--- src/core/ewgr_regs.vh ---
// Constants for the EEPROM write guard and refresh request block
`ifndef EWGR_REGS_VH
`define EWGR_REGS_VH

// ----------------------------------------------------------------
// Register offsets on the plain register port
// ----------------------------------------------------------------
`define EWGR_OFF_CTRL 4'h0
`define EWGR_OFF_STAT 4'h4

// ----------------------------------------------------------------
// Control register fields and reset value
// ----------------------------------------------------------------
`define EWGR_CTRL_PAR_BIT 0
`define EWGR_CTRL_RST 8'h00

// ----------------------------------------------------------------
// Serial opcodes
// ----------------------------------------------------------------
`define EWGR_CMD_LATCH_SET 8'h06
`define EWGR_CMD_LATCH_CLR 8'h04
`define EWGR_CMD_STAT_RD 8'h05
`define EWGR_CMD_STAT_WR 8'h01
`define EWGR_CMD_ARR_RD 8'h03
`define EWGR_CMD_ARR_WR 8'h02

// ----------------------------------------------------------------
// Status byte field positions and reset value
// ----------------------------------------------------------------
`define EWGR_SB_BUSY 0
`define EWGR_SB_LATCH 1
`define EWGR_SB_GLO 2
`define EWGR_SB_GHI 3
`define EWGR_SB_PEN 7
`define EWGR_STAT_RST 8'h00

// ----------------------------------------------------------------
// Timing figures in their own units
// ----------------------------------------------------------------
`define EWGR_CLK_HZ 50000000
`define EWGR_WRCYC_MS 90
`define EWGR_PWRUP_S 20
`define EWGR_PERIOD_DAYS 30
`define EWGR_REFRESH_S 45
`define EWGR_LOAD_US 100

`endif

--- src/core/ewgr_dummy_unused.v ---
// Holds no logic; the core file carries all of it

--- src/core/ewgr_core.v ---
// Write guard, serial command front end and refresh request logic
//
// Strobed register access and the register offsets were decided locally.
`timescale 1ns/1ns
`include "ewgr_regs.vh"

// Operation
// - Latch clear refuses every write
// - Pin enabled and low: unguarded only, no status
// - Pin high with latch: unguarded and status
// - Guard bits select none, quarter, half, all
// - Guarded addresses stay readable, never written
// - Guard bits change only by status write
// - Refresh request every thirty days periodically
// - Refresh request held twenty seconds at power-up
// - Full refresh takes about forty-five seconds
// - Data line six toggles per read while busy
// - Serial port works in clock modes 0 and 3
// - Only set command sets latch, clear clears
// - Latch clears when write cycle completes
// - Guard and enable bits kept nonvolatile
module ewgr_core #(
    parameter [31:0] P_WCYC = `EWGR_WRCYC_MS * (`EWGR_CLK_HZ / 1000),
    parameter [31:0] P_PWRUP = `EWGR_PWRUP_S * `EWGR_CLK_HZ,
    parameter [31:0] P_REFRESH = `EWGR_REFRESH_S * 32'd50000000,
    parameter [47:0] P_PERIOD = `EWGR_PERIOD_DAYS * 48'd86400
        * `EWGR_CLK_HZ,
    parameter [31:0] P_LOAD = `EWGR_LOAD_US * (`EWGR_CLK_HZ / 1000000)
)
(
    input wire i_sys_clk,
    input wire i_nrst,
    input wire [3:0] i_addr,
    input wire [7:0] i_wdata,
    input wire i_wr,
    input wire i_rd,
    output reg [7:0] o_rdata,
    input wire i_cs_n,
    input wire i_sck,
    input wire i_mosi,
    output reg o_miso,
    output reg o_miso_oe,
    input wire i_protect_pin_n,
    input wire i_par_we_n,
    input wire i_par_oe_n,
    input wire [14:0] i_par_addr,
    input wire [7:0] i_par_data,
    output reg o_toggle6,
    input wire i_refresh_ack_n,
    output reg o_refresh_request_n,
    input wire [7:0] i_nv_status,
    output reg o_nv_wr,
    output reg [7:0] o_nv_data,
    output reg o_arr_wr,
    output reg [14:0] o_arr_addr,
    output reg [7:0] o_arr_data
);

    // ----------------------------------------------------------------
    // Refresh sequencer states
    // ----------------------------------------------------------------
    localparam [1:0] RF_HOLD = 2'b00;
    localparam [1:0] RF_IDLE = 2'b01;
    localparam [1:0] RF_RUN = 2'b10;

    // ----------------------------------------------------------------
    // Guard decode, used by serial and parallel writes
    // ----------------------------------------------------------------
    // Returns 1 when the address lies in the guarded range
    function guarded;
        input [1:0] g;
        input [14:0] a;
        begin
            case (g)
                2'b00: guarded = 1'b0;
                2'b01: guarded = (a[14:13] == 2'b11);
                2'b10: guarded = a[14];
                default: guarded = 1'b1;
            endcase
        end
    endfunction

    // ----------------------------------------------------------------
    // Pin synchronisers
    // ----------------------------------------------------------------
    // Order: ack_n, oe_n, we_n, mosi, sck, cs_n
    reg [5:0] pin_s1_reg; // First stage, read only by second
    reg [5:0] pin_s2_reg; // Stable copy
    reg [5:0] pin_s3_reg; // Previous copy for edge finding
    reg [23:0] bus_s1_reg; // Parallel address, data, protect pin
    reg [23:0] bus_s2_reg;

    // Two flops before any logic sees a pin
    always @(posedge i_sys_clk or negedge i_nrst)
    begin
        if (!i_nrst)
        begin
            pin_s1_reg <= 6'h3F;
            pin_s2_reg <= 6'h3F;
            pin_s3_reg <= 6'h3F;
            bus_s1_reg <= 24'hFFFFFF;
            bus_s2_reg <= 24'hFFFFFF;
        end
        else
        begin
            pin_s1_reg <= {i_refresh_ack_n, i_par_oe_n, i_par_we_n,
                           i_mosi, i_sck, i_cs_n};
            pin_s2_reg <= pin_s1_reg;
            pin_s3_reg <= pin_s2_reg;
            bus_s1_reg <= {i_protect_pin_n, i_par_addr, i_par_data};
            bus_s2_reg <= bus_s1_reg;
        end
    end

    wire cs_low = ~pin_s2_reg[0];
    wire cs_rise = pin_s2_reg[0] & ~pin_s3_reg[0];
    // Both clock modes sample on the rising edge, shift on falling
    wire sck_rise = pin_s2_reg[1] & ~pin_s3_reg[1] & cs_low;
    wire sck_fall = ~pin_s2_reg[1] & pin_s3_reg[1] & cs_low;
    wire mosi = pin_s2_reg[2];
    wire we_fall = ~pin_s2_reg[3] & pin_s3_reg[3];
    wire oe_fall = ~pin_s2_reg[4] & pin_s3_reg[4];
    wire ack_fall = ~pin_s2_reg[5] & pin_s3_reg[5];
    wire pin_high = bus_s2_reg[23];

    // ----------------------------------------------------------------
    // State registers
    // ----------------------------------------------------------------
    reg [7:0] ctrl_reg; // Software control, bit 0 selects parallel
    reg latch_reg; // write_latch_flag
    reg [1:0] guard_reg; // block_guard_hi, block_guard_lo
    reg pen_reg; // pin_guard_enable
    reg nv_done_reg; // Nonvolatile bits fetched after reset
    reg busy_reg; // Internal write cycle running
    reg [31:0] wcnt_reg; // Write cycle timer
    reg stat_pend_reg; // Cycle will commit a status byte
    reg [7:0] stat_new_reg; // Status byte waiting for commit
    reg loading_reg; // Parallel page load window open
    reg [31:0] lcnt_reg; // Time since last parallel byte load
    reg [7:0] op_reg; // Serial opcode of this frame
    reg [7:0] sh_reg; // Serial shift register
    reg [2:0] bit_reg; // Bit within current byte
    reg [2:0] byte_reg; // Bytes seen, saturates at 4
    reg [14:0] sa_reg; // Serial address pointer
    reg wrote_reg; // Frame accepted at least one data byte
    reg [1:0] rf_state_reg; // Refresh sequencer state
    reg [47:0] rf_cnt_reg; // Refresh timer

    // Status write gating, port mode, cycle end and serial byte decode
    wire stat_ok = latch_reg & ~(pen_reg & ~pin_high);
    wire par_mode = ctrl_reg[`EWGR_CTRL_PAR_BIT];
    wire cycle_end = busy_reg & (wcnt_reg == P_WCYC - 32'd1);
    wire nb_done = sck_rise & (bit_reg == 3'd7);
    wire [7:0] nb = {sh_reg[6:0], mosi};

    // Status byte as shifted out; only busy shows during a cycle
    wire [7:0] stat_view = busy_reg ? 8'h01 :
        {pen_reg, 3'b000, guard_reg, latch_reg, 1'b0};

    // ----------------------------------------------------------------
    // Register port
    // ----------------------------------------------------------------
    // Control write and read data one cycle after the strobe
    always @(posedge i_sys_clk or negedge i_nrst)
    begin
        if (!i_nrst)
        begin
            ctrl_reg <= `EWGR_CTRL_RST;
            o_rdata <= 8'h00;
        end
        else
        begin
            if (i_wr && i_addr == `EWGR_OFF_CTRL)
                ctrl_reg <= i_wdata;
            if (i_rd)
            begin
                case (i_addr)
                    `EWGR_OFF_CTRL: o_rdata <= ctrl_reg;
                    `EWGR_OFF_STAT: o_rdata <= stat_view;
                    default: o_rdata <= 8'h00; // Unmapped reads zero
                endcase
            end
            else
                o_rdata <= 8'h00;
        end
    end

    // ----------------------------------------------------------------
    // Serial framing: shift in, count bits and bytes, shift out
    // ----------------------------------------------------------------
    always @(posedge i_sys_clk or negedge i_nrst)
    begin
        if (!i_nrst)
        begin
            sh_reg <= 8'h00;
            bit_reg <= 3'd0;
            byte_reg <= 3'd0;
            op_reg <= 8'h00;
            o_miso <= 1'b0;
            o_miso_oe <= 1'b0;
        end
        else if (!cs_low)
        begin
            // Deselected: restart framing, release the output
            bit_reg <= 3'd0;
            byte_reg <= 3'd0;
            o_miso_oe <= 1'b0;
        end
        else
        begin
            o_miso_oe <= 1'b1;
            if (sck_rise)
            begin
                sh_reg <= nb;
                bit_reg <= bit_reg + 3'd1;
                if (bit_reg == 3'd7 && byte_reg != 3'd4)
                    byte_reg <= byte_reg + 3'd1;
                if (bit_reg == 3'd7 && byte_reg == 3'd0)
                    op_reg <= nb;
            end
            // Status repeats MSB first after the opcode
            if (sck_fall && byte_reg != 3'd0
                && op_reg == `EWGR_CMD_STAT_RD)
                o_miso <= stat_view[3'd7 - bit_reg];
        end
    end

    // ----------------------------------------------------------------
    // Write guard, latch, write cycle and status commit
    // ----------------------------------------------------------------
    always @(posedge i_sys_clk or negedge i_nrst)
    begin
        if (!i_nrst)
        begin
            latch_reg <= 1'b0;
            guard_reg <= 2'b00;
            pen_reg <= 1'b0;
            nv_done_reg <= 1'b0;
            busy_reg <= 1'b0;
            wcnt_reg <= 32'd0;
            stat_pend_reg <= 1'b0;
            stat_new_reg <= `EWGR_STAT_RST;
            loading_reg <= 1'b0;
            lcnt_reg <= 32'd0;
            sa_reg <= 15'h0000;
            wrote_reg <= 1'b0;
            o_arr_wr <= 1'b0;
            o_arr_addr <= 15'h0000;
            o_arr_data <= 8'h00;
            o_nv_wr <= 1'b0;
            o_nv_data <= 8'h00;
            o_toggle6 <= 1'b0;
        end
        else
        begin
            o_arr_wr <= 1'b0;
            o_nv_wr <= 1'b0;
            // Fetch persistent bits once after reset release
            if (!nv_done_reg)
            begin
                nv_done_reg <= 1'b1;
                guard_reg <= {i_nv_status[`EWGR_SB_GHI],
                              i_nv_status[`EWGR_SB_GLO]};
                pen_reg <= i_nv_status[`EWGR_SB_PEN];
            end
            // Serial address and data bytes of an array write
            if (nb_done && op_reg == `EWGR_CMD_ARR_WR)
            begin
                if (byte_reg == 3'd1)
                    sa_reg[14:8] <= nb[6:0];
                else if (byte_reg == 3'd2)
                    sa_reg[7:0] <= nb;
                else if (byte_reg >= 3'd3)
                begin
                    // Page pointer wraps in its low six bits
                    sa_reg[5:0] <= sa_reg[5:0] + 6'd1;
                    // Guarded or disabled bytes vanish silently
                    if (latch_reg && !busy_reg
                        && !guarded(guard_reg, sa_reg))
                    begin
                        o_arr_wr <= 1'b1;
                        o_arr_addr <= sa_reg;
                        o_arr_data <= nb;
                        wrote_reg <= 1'b1;
                    end
                end
            end
            // Status write data byte, kept until the cycle end commits it
            if (nb_done && op_reg == `EWGR_CMD_STAT_WR
                && byte_reg == 3'd1)
                stat_new_reg <= nb;
            // Parallel byte load
            if (par_mode && we_fall && latch_reg && !busy_reg
                && !guarded(guard_reg, bus_s2_reg[22:8]))
            begin
                o_arr_wr <= 1'b1;
                o_arr_addr <= bus_s2_reg[22:8];
                o_arr_data <= bus_s2_reg[7:0];
                loading_reg <= 1'b1;
                lcnt_reg <= 32'd0;
            end
            else if (loading_reg)
            begin
                // Quiet load window closes the page and starts programming
                if (lcnt_reg == P_LOAD - 32'd1)
                begin
                    loading_reg <= 1'b0;
                    busy_reg <= 1'b1;
                    wcnt_reg <= 32'd0;
                end
                else
                    lcnt_reg <= lcnt_reg + 32'd1;
            end
            // Parallel read while busy flips data line six
            if (par_mode && oe_fall && busy_reg)
                o_toggle6 <= ~o_toggle6;
            // Deselect carries out the frame's command
            if (cs_rise)
            begin
                wrote_reg <= 1'b0;
                if (!busy_reg && byte_reg == 3'd1 && bit_reg == 3'd0)
                begin
                    if (op_reg == `EWGR_CMD_LATCH_SET)
                        latch_reg <= 1'b1;
                    else if (op_reg == `EWGR_CMD_LATCH_CLR)
                        latch_reg <= 1'b0;
                end
                if (!busy_reg && op_reg == `EWGR_CMD_STAT_WR
                    && byte_reg == 3'd2 && bit_reg == 3'd0
                    && stat_ok)
                begin
                    busy_reg <= 1'b1;
                    wcnt_reg <= 32'd0;
                    stat_pend_reg <= 1'b1;
                end
                if (!busy_reg && wrote_reg)
                begin
                    busy_reg <= 1'b1;
                    wcnt_reg <= 32'd0;
                end
            end
            // Self-timed cycle runs to its fixed length
            if (busy_reg)
                wcnt_reg <= wcnt_reg + 32'd1;
            if (cycle_end)
            begin
                busy_reg <= 1'b0;
                latch_reg <= 1'b0;
                if (stat_pend_reg)
                begin
                    // Guard bits move only on a status write commit
                    stat_pend_reg <= 1'b0;
                    guard_reg <= {stat_new_reg[`EWGR_SB_GHI],
                                  stat_new_reg[`EWGR_SB_GLO]};
                    pen_reg <= stat_new_reg[`EWGR_SB_PEN];
                    o_nv_wr <= 1'b1;
                    o_nv_data <= {stat_new_reg[7], 3'b000,
                                  stat_new_reg[3:2], 2'b00};
                end
            end
        end
    end

    // ----------------------------------------------------------------
    // Refresh request sequencer
    // ----------------------------------------------------------------
    // One wide timer serves hold, refresh run and period; the period
    // restarts after a refresh so requests do not bunch up
    always @(posedge i_sys_clk or negedge i_nrst)
    begin
        if (!i_nrst)
        begin
            // Start at the last idle count so the power-up hold is as
            // long as a periodic hold
            rf_state_reg <= RF_IDLE;
            rf_cnt_reg <= P_PERIOD - 48'd1;
            o_refresh_request_n <= 1'b1;
        end
        else
        begin
            rf_cnt_reg <= rf_cnt_reg + 48'd1;
            case (rf_state_reg)
                RF_HOLD:
                begin
                    o_refresh_request_n <= 1'b0;
                    if (ack_fall)
                    begin
                        rf_state_reg <= RF_RUN;
                        rf_cnt_reg <= 48'd0;
                        o_refresh_request_n <= 1'b1;
                    end
                    else if (rf_cnt_reg == {16'h0000, P_PWRUP}
                             - 48'd1)
                    begin
                        rf_state_reg <= RF_IDLE;
                        rf_cnt_reg <= 48'd0;
                        o_refresh_request_n <= 1'b1;
                    end
                end
                RF_RUN:
                begin
                    o_refresh_request_n <= 1'b1;
                    if (rf_cnt_reg == {16'h0000, P_REFRESH} - 48'd1)
                    begin
                        rf_state_reg <= RF_IDLE;
                        rf_cnt_reg <= 48'd0;
                    end
                end
                RF_IDLE:
                begin
                    o_refresh_request_n <= 1'b1;
                    if (rf_cnt_reg == P_PERIOD - 48'd1)
                    begin
                        rf_state_reg <= RF_HOLD;
                        rf_cnt_reg <= 48'd0;
                        o_refresh_request_n <= 1'b0;
                    end
                end
                default:
                begin
                    rf_state_reg <= RF_IDLE;
                    rf_cnt_reg <= 48'd0;
                    o_refresh_request_n <= 1'b1;
                end
            endcase
        end
    end

endmodule

--- config.mk ---
export PLATFORM = sky130hd
export DESIGN_NAME = ewgr_core
export DESIGN_NICKNAME = d
export VERILOG_FILES = /design/src/core/ewgr_dummy_unused.v /design/src/core/ewgr_core.v
export VERILOG_INCLUDE_DIRS = /design/src /design/src/core
export SDC_FILE = /design/constraint.sdc
export NUM_CORES = 1
export LEC_CHECK = 0
export ABC_AREA = 1
export CAP_MARGIN = 20
export CORE_UTILIZATION = 45
export DETAILED_ROUTE_END_ITERATION = 10
export DONT_BUFFER_PORTS = 1
export GPL_TIMING_DRIVEN = 0
export HOLD_SLACK_MARGIN = 0.1
export PLACE_DENSITY = 0.66
export SETUP_SLACK_MARGIN = 0.1
export SLEW_MARGIN = 5
export SYNTH_ARGS = -nofsm -noshare
export SYNTH_HDL_FRONTEND = slang
export SYNTH_SLANG_ARGS = --single-unit
--- constraint.sdc ---
create_clock -name i_sys_clk -period 2.05 [get_ports i_sys_clk]
set_input_delay 0.5125 -clock i_sys_clk [delete_from_list [all_inputs] [get_ports i_sys_clk]]
set_output_delay 0.5125 -clock i_sys_clk [all_outputs]
set_load 0.01 [all_outputs]
* Word level (Yosys, flattened, before mapping) *
Index checks and enable logic that the tools add are counted.

storage, ports and cells
  output and inout port bits = 45
  register bits = 281
  memory bits (read-only) = 0
  RAM bits = 0
  memories kept = 0
  bits in latches = 0

cells by class
  reduce and logical (&&, ||, !) cells = 58
  equality and inequality tests = 29
  $lt $le $gt $ge = 2
  add/sub/neg operators = 7
  $mul = 0
  shift-type cells = 0
  muxes and demuxes = 94
  div/mod/pow operators = 0
  bitwise logic cells = 23

operators by type and width
  kind                                                                     number
  32-bit two-way mux                                                       10
  48-bit two-way mux                                                       4
  48-bit case mux with 3 select lines                                      1
  15-bit two-way mux                                                       6
  32-bit by 1-bit adder with 32-bit output, second input constant          2
  8-bit two-way mux                                                        8
  48-bit by 1-bit adder with 48-bit output, second input constant          1
  48-bit by 30-bit equality test with 1-bit output, second input constant  1
  48-bit by 32-bit equality test with 1-bit output, second input constant  1
  48-bit by 47-bit equality test with 1-bit output, second input constant  1
  1-bit two-way mux                                                        45
  32-bit by 13-bit equality test with 1-bit output, second input constant  1
  32-bit by 23-bit equality test with 1-bit output, second input constant  1
  8-bit by 3-bit equality test with 1-bit output, second input constant    3
  2-bit nonzero test                                                       12
  1-bit logical AND                                                        23
  8-bit case mux with 2 select lines                                       1
  3-bit two-way mux                                                        5
  3-bit AND reduction                                                      5
  2-bit two-way mux                                                        7
  1-bit AND                                                                12
  6-bit two-way mux                                                        2
  2-bit != test, second input constant                                     6
  2-bit AND reduction                                                      6
  26 further kinds                                                         49

* Longest topological paths before layout *
  depth after elaboration = 14
  mapped depth = 13
  depth with buffers taken out = 11

* Worst setup path after synthesis *
OpenSTA, ideal clock, no wires.

  path type = register to register
  from = reg rf_cnt_reg[0]
  to = reg rf_cnt_reg[41]
  data arrival time = 1.790 ns
  library setup time = 0.119 ns
  setup slack = 0.141 ns
  cell stages (with the launch flop) = 11
  cells stage by stage = dfstp_2 ha_1 nand2_1 nor2_2 nand2_2 nor2_1 nand3_1 nand2_1 nand3_4 buf_6 and2_1

between the ends
  word-level cells in the longest chain between the ends = 4
  elaborated cells on any way between the ends = 9
  classes of those cells = add/sub: 1; eq/ne: 3; mux: 5

RTL lines
  what                                                                                                                 line                              source
  from (decl)                                                                                                          ewgr_core.v:147                   reg [47:0] rf_cnt_reg;
  from (signal assigned)                                                                                               ewgr_core.v:376                   rf_cnt_reg <= P_PERIOD - 48'd1;
  from (signal assigned)                                                                                               ewgr_core.v:381                   rf_cnt_reg <= rf_cnt_reg + 48'd1;
  48-bit by 1-bit adder with 48-bit output / 48-bit by 30-bit equality test with 1-bit output (equally long branches)  ewgr_core.v:381, ewgr_core.v:392
  48-bit two-way mux                                                                                                   ewgr_core.v:392                   else if (rf_cnt_reg == {16'h0000, P_PWRUP}
  48-bit two-way mux                                                                                                   ewgr_core.v:386                   if (ack_fall)
  48-bit case mux with 3 select lines (*)                                                                              ewgr_core.v:382                   case (rf_state_reg)

Every way passes the cells marked *; elsewhere a longest branch is shown, timed or not.
A chain may end at the register's enable or synchronous reset.

* Worst setup path in the final report *
  from = reg rf_cnt_reg[1]
  to = reg rf_cnt_reg[41]

The elaborated chain is that of the path after synthesis.

==> summary.log <==
INFO  status         run_status=complete, but fails checks
INFO  status         failed_checks=DRC, hold timing
INFO  cells_and_area num-nets-final=2034
INFO  global_route   initial_antenna_violation_count=0
INFO  yosys          synth_cells=1853
INFO  worst_setup_path largest_delay_share_family_worst_path=simple AND/OR/NAND/NOR gates
INFO  placement      detailedPlace.worstSlack=-425ps
INFO  worst_setup_path critPathSlowestCell=sky130_fd_sc_hd__dfstp_2
INFO  clock_network  clock_tree.root_cell=sky130_fd_sc_hd__clkbuf_16
INFO  power          cellPowerDensity=785nW/um2
INFO  placement      placement.cell_area=14800um2
INFO  clock_network  clock_sink_count=275
INFO  yosys          synth_warnings=0
INFO  yosys          area_fraction_in_compound_gates_after_synthesis=0.0527
INFO  worst_setup_path cp_data_required_time=2550ps
INFO  sta            post-route-min-period=2030ps
INFO  routing        wirelength=38200um
INFO  cells_and_area fillCellCount=2884
INFO  global_route   grt-busiest-layer=met2
INFO  routing        initialDrtViolationCount=845
INFO  clock_network  clk-insertion-delay-late=600ps
INFO  yosys          yosys-mux-area-fraction=0.00316
INFO  yosys          synth_sequential_area_ratio=0.492
INFO  sta            fin_hold_viols=173
INFO  sta            finalWorstSetupSlack=22.1ps
INFO  yosys          post_synth_and_or_nand_nor_area_fraction=0.335
INFO  sta            grt_setup_unrepaired=true
INFO  placement      quantity_of_i_o_buffers_inserted_on_ports=0
INFO  run            cap_violations=0
INFO  worst_setup_path cpPeakStageDelay=560ps
INFO  yosys          synth_top_family_by_area=simple AND/OR/NAND/NOR gates
INFO  sta            period_share=0.989
INFO  global_route   grt_start_max_net_pins=276
INFO  sta            tightest_slew=1000ps
INFO  global_route   grt_pass1_vias=11800
INFO  sta            maxClockFrequency=493MHz
INFO  yosys          netlist-cell-type-count=43
INFO  global_route   grt_remaining_overflow=0
INFO  cells_and_area synthToLayoutAreaGrowth=19.3%
INFO  global_route   groute.usage.overall=0.238
INFO  die            fp.dieW=180um
INFO  global_route   met3_track_usage_gr=0.0336
INFO  cells_and_area fin_util=0.550
INFO  routing        drt.antenna.violating_nets=0
INFO  die            floorplan.die.height=180um
INFO  cells_and_area post_route_cells_drive_above_1_share=0.182
INFO  global_route   grt_pass1_wl=62000um
INFO  worst_setup_path cells_along_the_critical_path=ha_4, nand2_4, nor2_4, nand2_2, nor2_1, nand3_2, nand2_4, nand3_4, buf_8, and2_4
INFO  sta            setup_viol=0
INFO  power          p_leak=7.73nW
INFO  die            die_area=32400um2
INFO  sta            slew-limit-headroom=0.334
INFO  placement      place.gp.congestion=0.924
INFO  worst_setup_path timing.critical_path.mode_cell=sky130_fd_sc_hd__nand2_4
INFO  die            placementRows=64
INFO  global_route   use_met2=0.380
INFO  die            initial_core_util=0.461
INFO  clock_network  clk_transition_reported_paths=70ps
INFO  sta            finalClockSkew=50.9ps
INFO  hold_path      hold_path.class=in -> async
INFO  worst_setup_path worst-endpoint-arrival=2530ps
INFO  routing        wl_per_cell=16.0um
INFO  sta            slew_viol_final=0
INFO  worst_setup_path cp-start-kind=register
INFO  clock_network  numCtsBuffers=30
INFO  worst_setup_path criticalPathCategory=reg -> reg
INFO  yosys          synth_edf_count=0
INFO  cells_and_area cell_area_after_layout=17000um2
INFO  clock_network  post_cts_hold_buffer_count=37
INFO  clock_network  tritoncts=built
INFO  worst_setup_path critical_path.max_fanout=6
INFO  routing        via_per_inst=5.17
INFO  yosys          syn_avg_cell_area=7.69um2
INFO  sta            worst_hold_slack=-337ps
INFO  worst_setup_path cp-end-kind=register
INFO  cells_and_area antenna_cells_inserted=0
INFO  yosys          yosys_register_bits=275
INFO  die            floorplan.core_area=30900um2
INFO  clock_network  htreeDepth=1
INFO  yosys          syn_std_cell_area=14300um2
INFO  cells_and_area largest_register_ff_count=48
INFO  yosys          synthArstFlopShare=1.00
INFO  power          ir_drop=0.918mV
INFO  worst_setup_path worstPathBufferInverterCount=1
INFO  routing        vias=12300
INFO  yosys          post_synth_xor_xnor_area=0.0313
INFO  routing        drt_first_pass_iters=8
INFO  global_route   grt_util_met1=0.336
INFO  yosys          synth_ff_type=sky130_fd_sc_hd__dfrtp_1
INFO  die            boundaryPins=99
INFO  placement      place.detailed.hpwl=27100um
INFO  clock_network  clk_path_buf_depth=3
INFO  yosys          yosys.area_share.adder=0.0105
INFO  routing        drc=7
[worst paths after layout]
kind / startpoint / slack, ps / endpoint / depth (start not counted)
min reg2reg: pin_s1_reg[5]$_DFF_PN1_ / 320 / pin_s2_reg[5]$_DFF_PN1_ / 0
max: rf_cnt_reg[1]$_DFF_PN1_ / 20 / rf_cnt_reg[41]$_DFF_PN0_ / 10
min in group i_sys_clk: i_wdata[6] / 130 / ctrl_reg[6]$_DFFE_PN0P_ / 2
max reg2reg: rf_cnt_reg[1]$_DFF_PN1_ / 20 / rf_cnt_reg[41]$_DFF_PN0_ / 10
max in group asynchronous: i_nrst / 1520 / lcnt_reg[0]$_DFFE_PN0P_ / 0
min: i_nrst / -340 / lcnt_reg[7]$_DFFE_PN0P_ / 0
[what timing repair did]
action,4_1_cts,5_1_grt
cloned,4,1
gates resized for setup,92,69
pin swaps,16,23
hold endpoints to repair,312,275
setup endpoints to repair,157,150
buffers inserted,21,19
[layout make-up]
cell class / instances / area (um2) / area share
Multi-Input combinational cell: 1326 / 6570 / 0.387
Sequential cell: 275 / 7020 / 0.413
Timing Repair Buffer: 78 / 748 / 0.0440
Clock buffer: 39 / 815 / 0.0479
Clock inverter: 16 / 221 / 0.0130
Buffer: 43 / 325 / 0.0191
Inverter: 214 / 811 / 0.0477
Tap cell: 396 / 495 / 0.0291
[synth_stat cells (all sizes together) (15+ instances only)]
| library cell | n | share of area |
|---|---|---|
| nand4 | 50 | 0.022 |
| nor2 | 252 | 0.069 |
| nand3 | 173 | 0.062 |
| buf | 28 | 0.015 |
| inv | 213 | 0.056 |
| o21ai | 101 | 0.037 |
| nor3 | 47 | 0.018 |
| nand2 | 549 | 0.15 |
| and2 | 25 | 0.011 |
| dfstp | 104 | 0.19 |
| xor2 | 46 | 0.028 |
| a21oi | 35 | 0.013 |
| clkbuf | 15 | 0.0040 |
| dfrtp | 171 | 0.30 |
[routing by layer]
metal | part of all wire | routed length (um)
met1 | 0.46 | 17400
met3 | 0.055 | 2110
met2 | 0.46 | 17600
met4 | 0.027 | 1040
met5 | 0 | 0
[cells by family after synthesis]
group           count (synthesis)
fa+ha+maj                      12
xor+xnor                       51
buf+inv                       257
other cells                     2
simple gates                 1111
mux                             4
compound gates                141
flops                         275
[cells in the final DEF, fill, tap and decap left out, types with 5 or more instances in the layout]
master,netlist,final
sky130_fd_sc_hd__nand2_1,543,519
sky130_fd_sc_hd__nor2_1,243,225
sky130_fd_sc_hd__inv_1,210,194
sky130_fd_sc_hd__nand3_1,171,168
sky130_fd_sc_hd__dfrtp_1,171,166
sky130_fd_sc_hd__dfstp_2,104,104
sky130_fd_sc_hd__o21ai_0,74,73
sky130_fd_sc_hd__nand4_1,50,50
sky130_fd_sc_hd__xor2_1,46,46
sky130_fd_sc_hd__nor3_1,45,43
sky130_fd_sc_hd__buf_4,5,43
sky130_fd_sc_hd__dlygate4sd3_1,0,37
sky130_fd_sc_hd__a21oi_1,33,33
sky130_fd_sc_hd__clkbuf_16,0,30
sky130_fd_sc_hd__and2_4,0,21
sky130_fd_sc_hd__o21ai_1,20,21
sky130_fd_sc_hd__nand2_4,0,17
sky130_fd_sc_hd__inv_2,3,17
sky130_fd_sc_hd__clkbuf_1,15,14
sky130_fd_sc_hd__nor2_4,1,13
sky130_fd_sc_hd__nor2_2,7,13
sky130_fd_sc_hd__nand2_2,6,13
sky130_fd_sc_hd__buf_6,10,11
sky130_fd_sc_hd__ha_1,12,9
sky130_fd_sc_hd__or2_2,7,7
sky130_fd_sc_hd__o21ai_2,7,7
sky130_fd_sc_hd__clkinv_2,1,6
sky130_fd_sc_hd__clkinvlp_4,0,6
sky130_fd_sc_hd__conb_1,2,6
sky130_fd_sc_hd__xnor2_1,5,5
sky130_fd_sc_hd__clkbuf_2,0,5
sky130_fd_sc_hd__dfrtp_2,0,5
[report_power, final]
| group | switching, mW | internal (mW) | total (mW) |
|---|---|---|---|
| sequential | 0.157 | 5.74 | 5.89 |
| clock | 2.30 | 3.32 | 5.62 |
| combinational | 0.994 | 0.855 | 1.85 |
[per-stage QoR]
step           total power [mW]  std cells  TNS [ps]
6_report                   13.4       2387         0
2_1_floorplan              6.55       1857         0
4_1_cts                    13.4       2370         0
3_5_place_dp               6.89       2253    -28860
3_3_place_gp               6.86       2253    -24250
5_1_grt                    13.9       2387     -1820
Power figures use the tool's default switching activity.
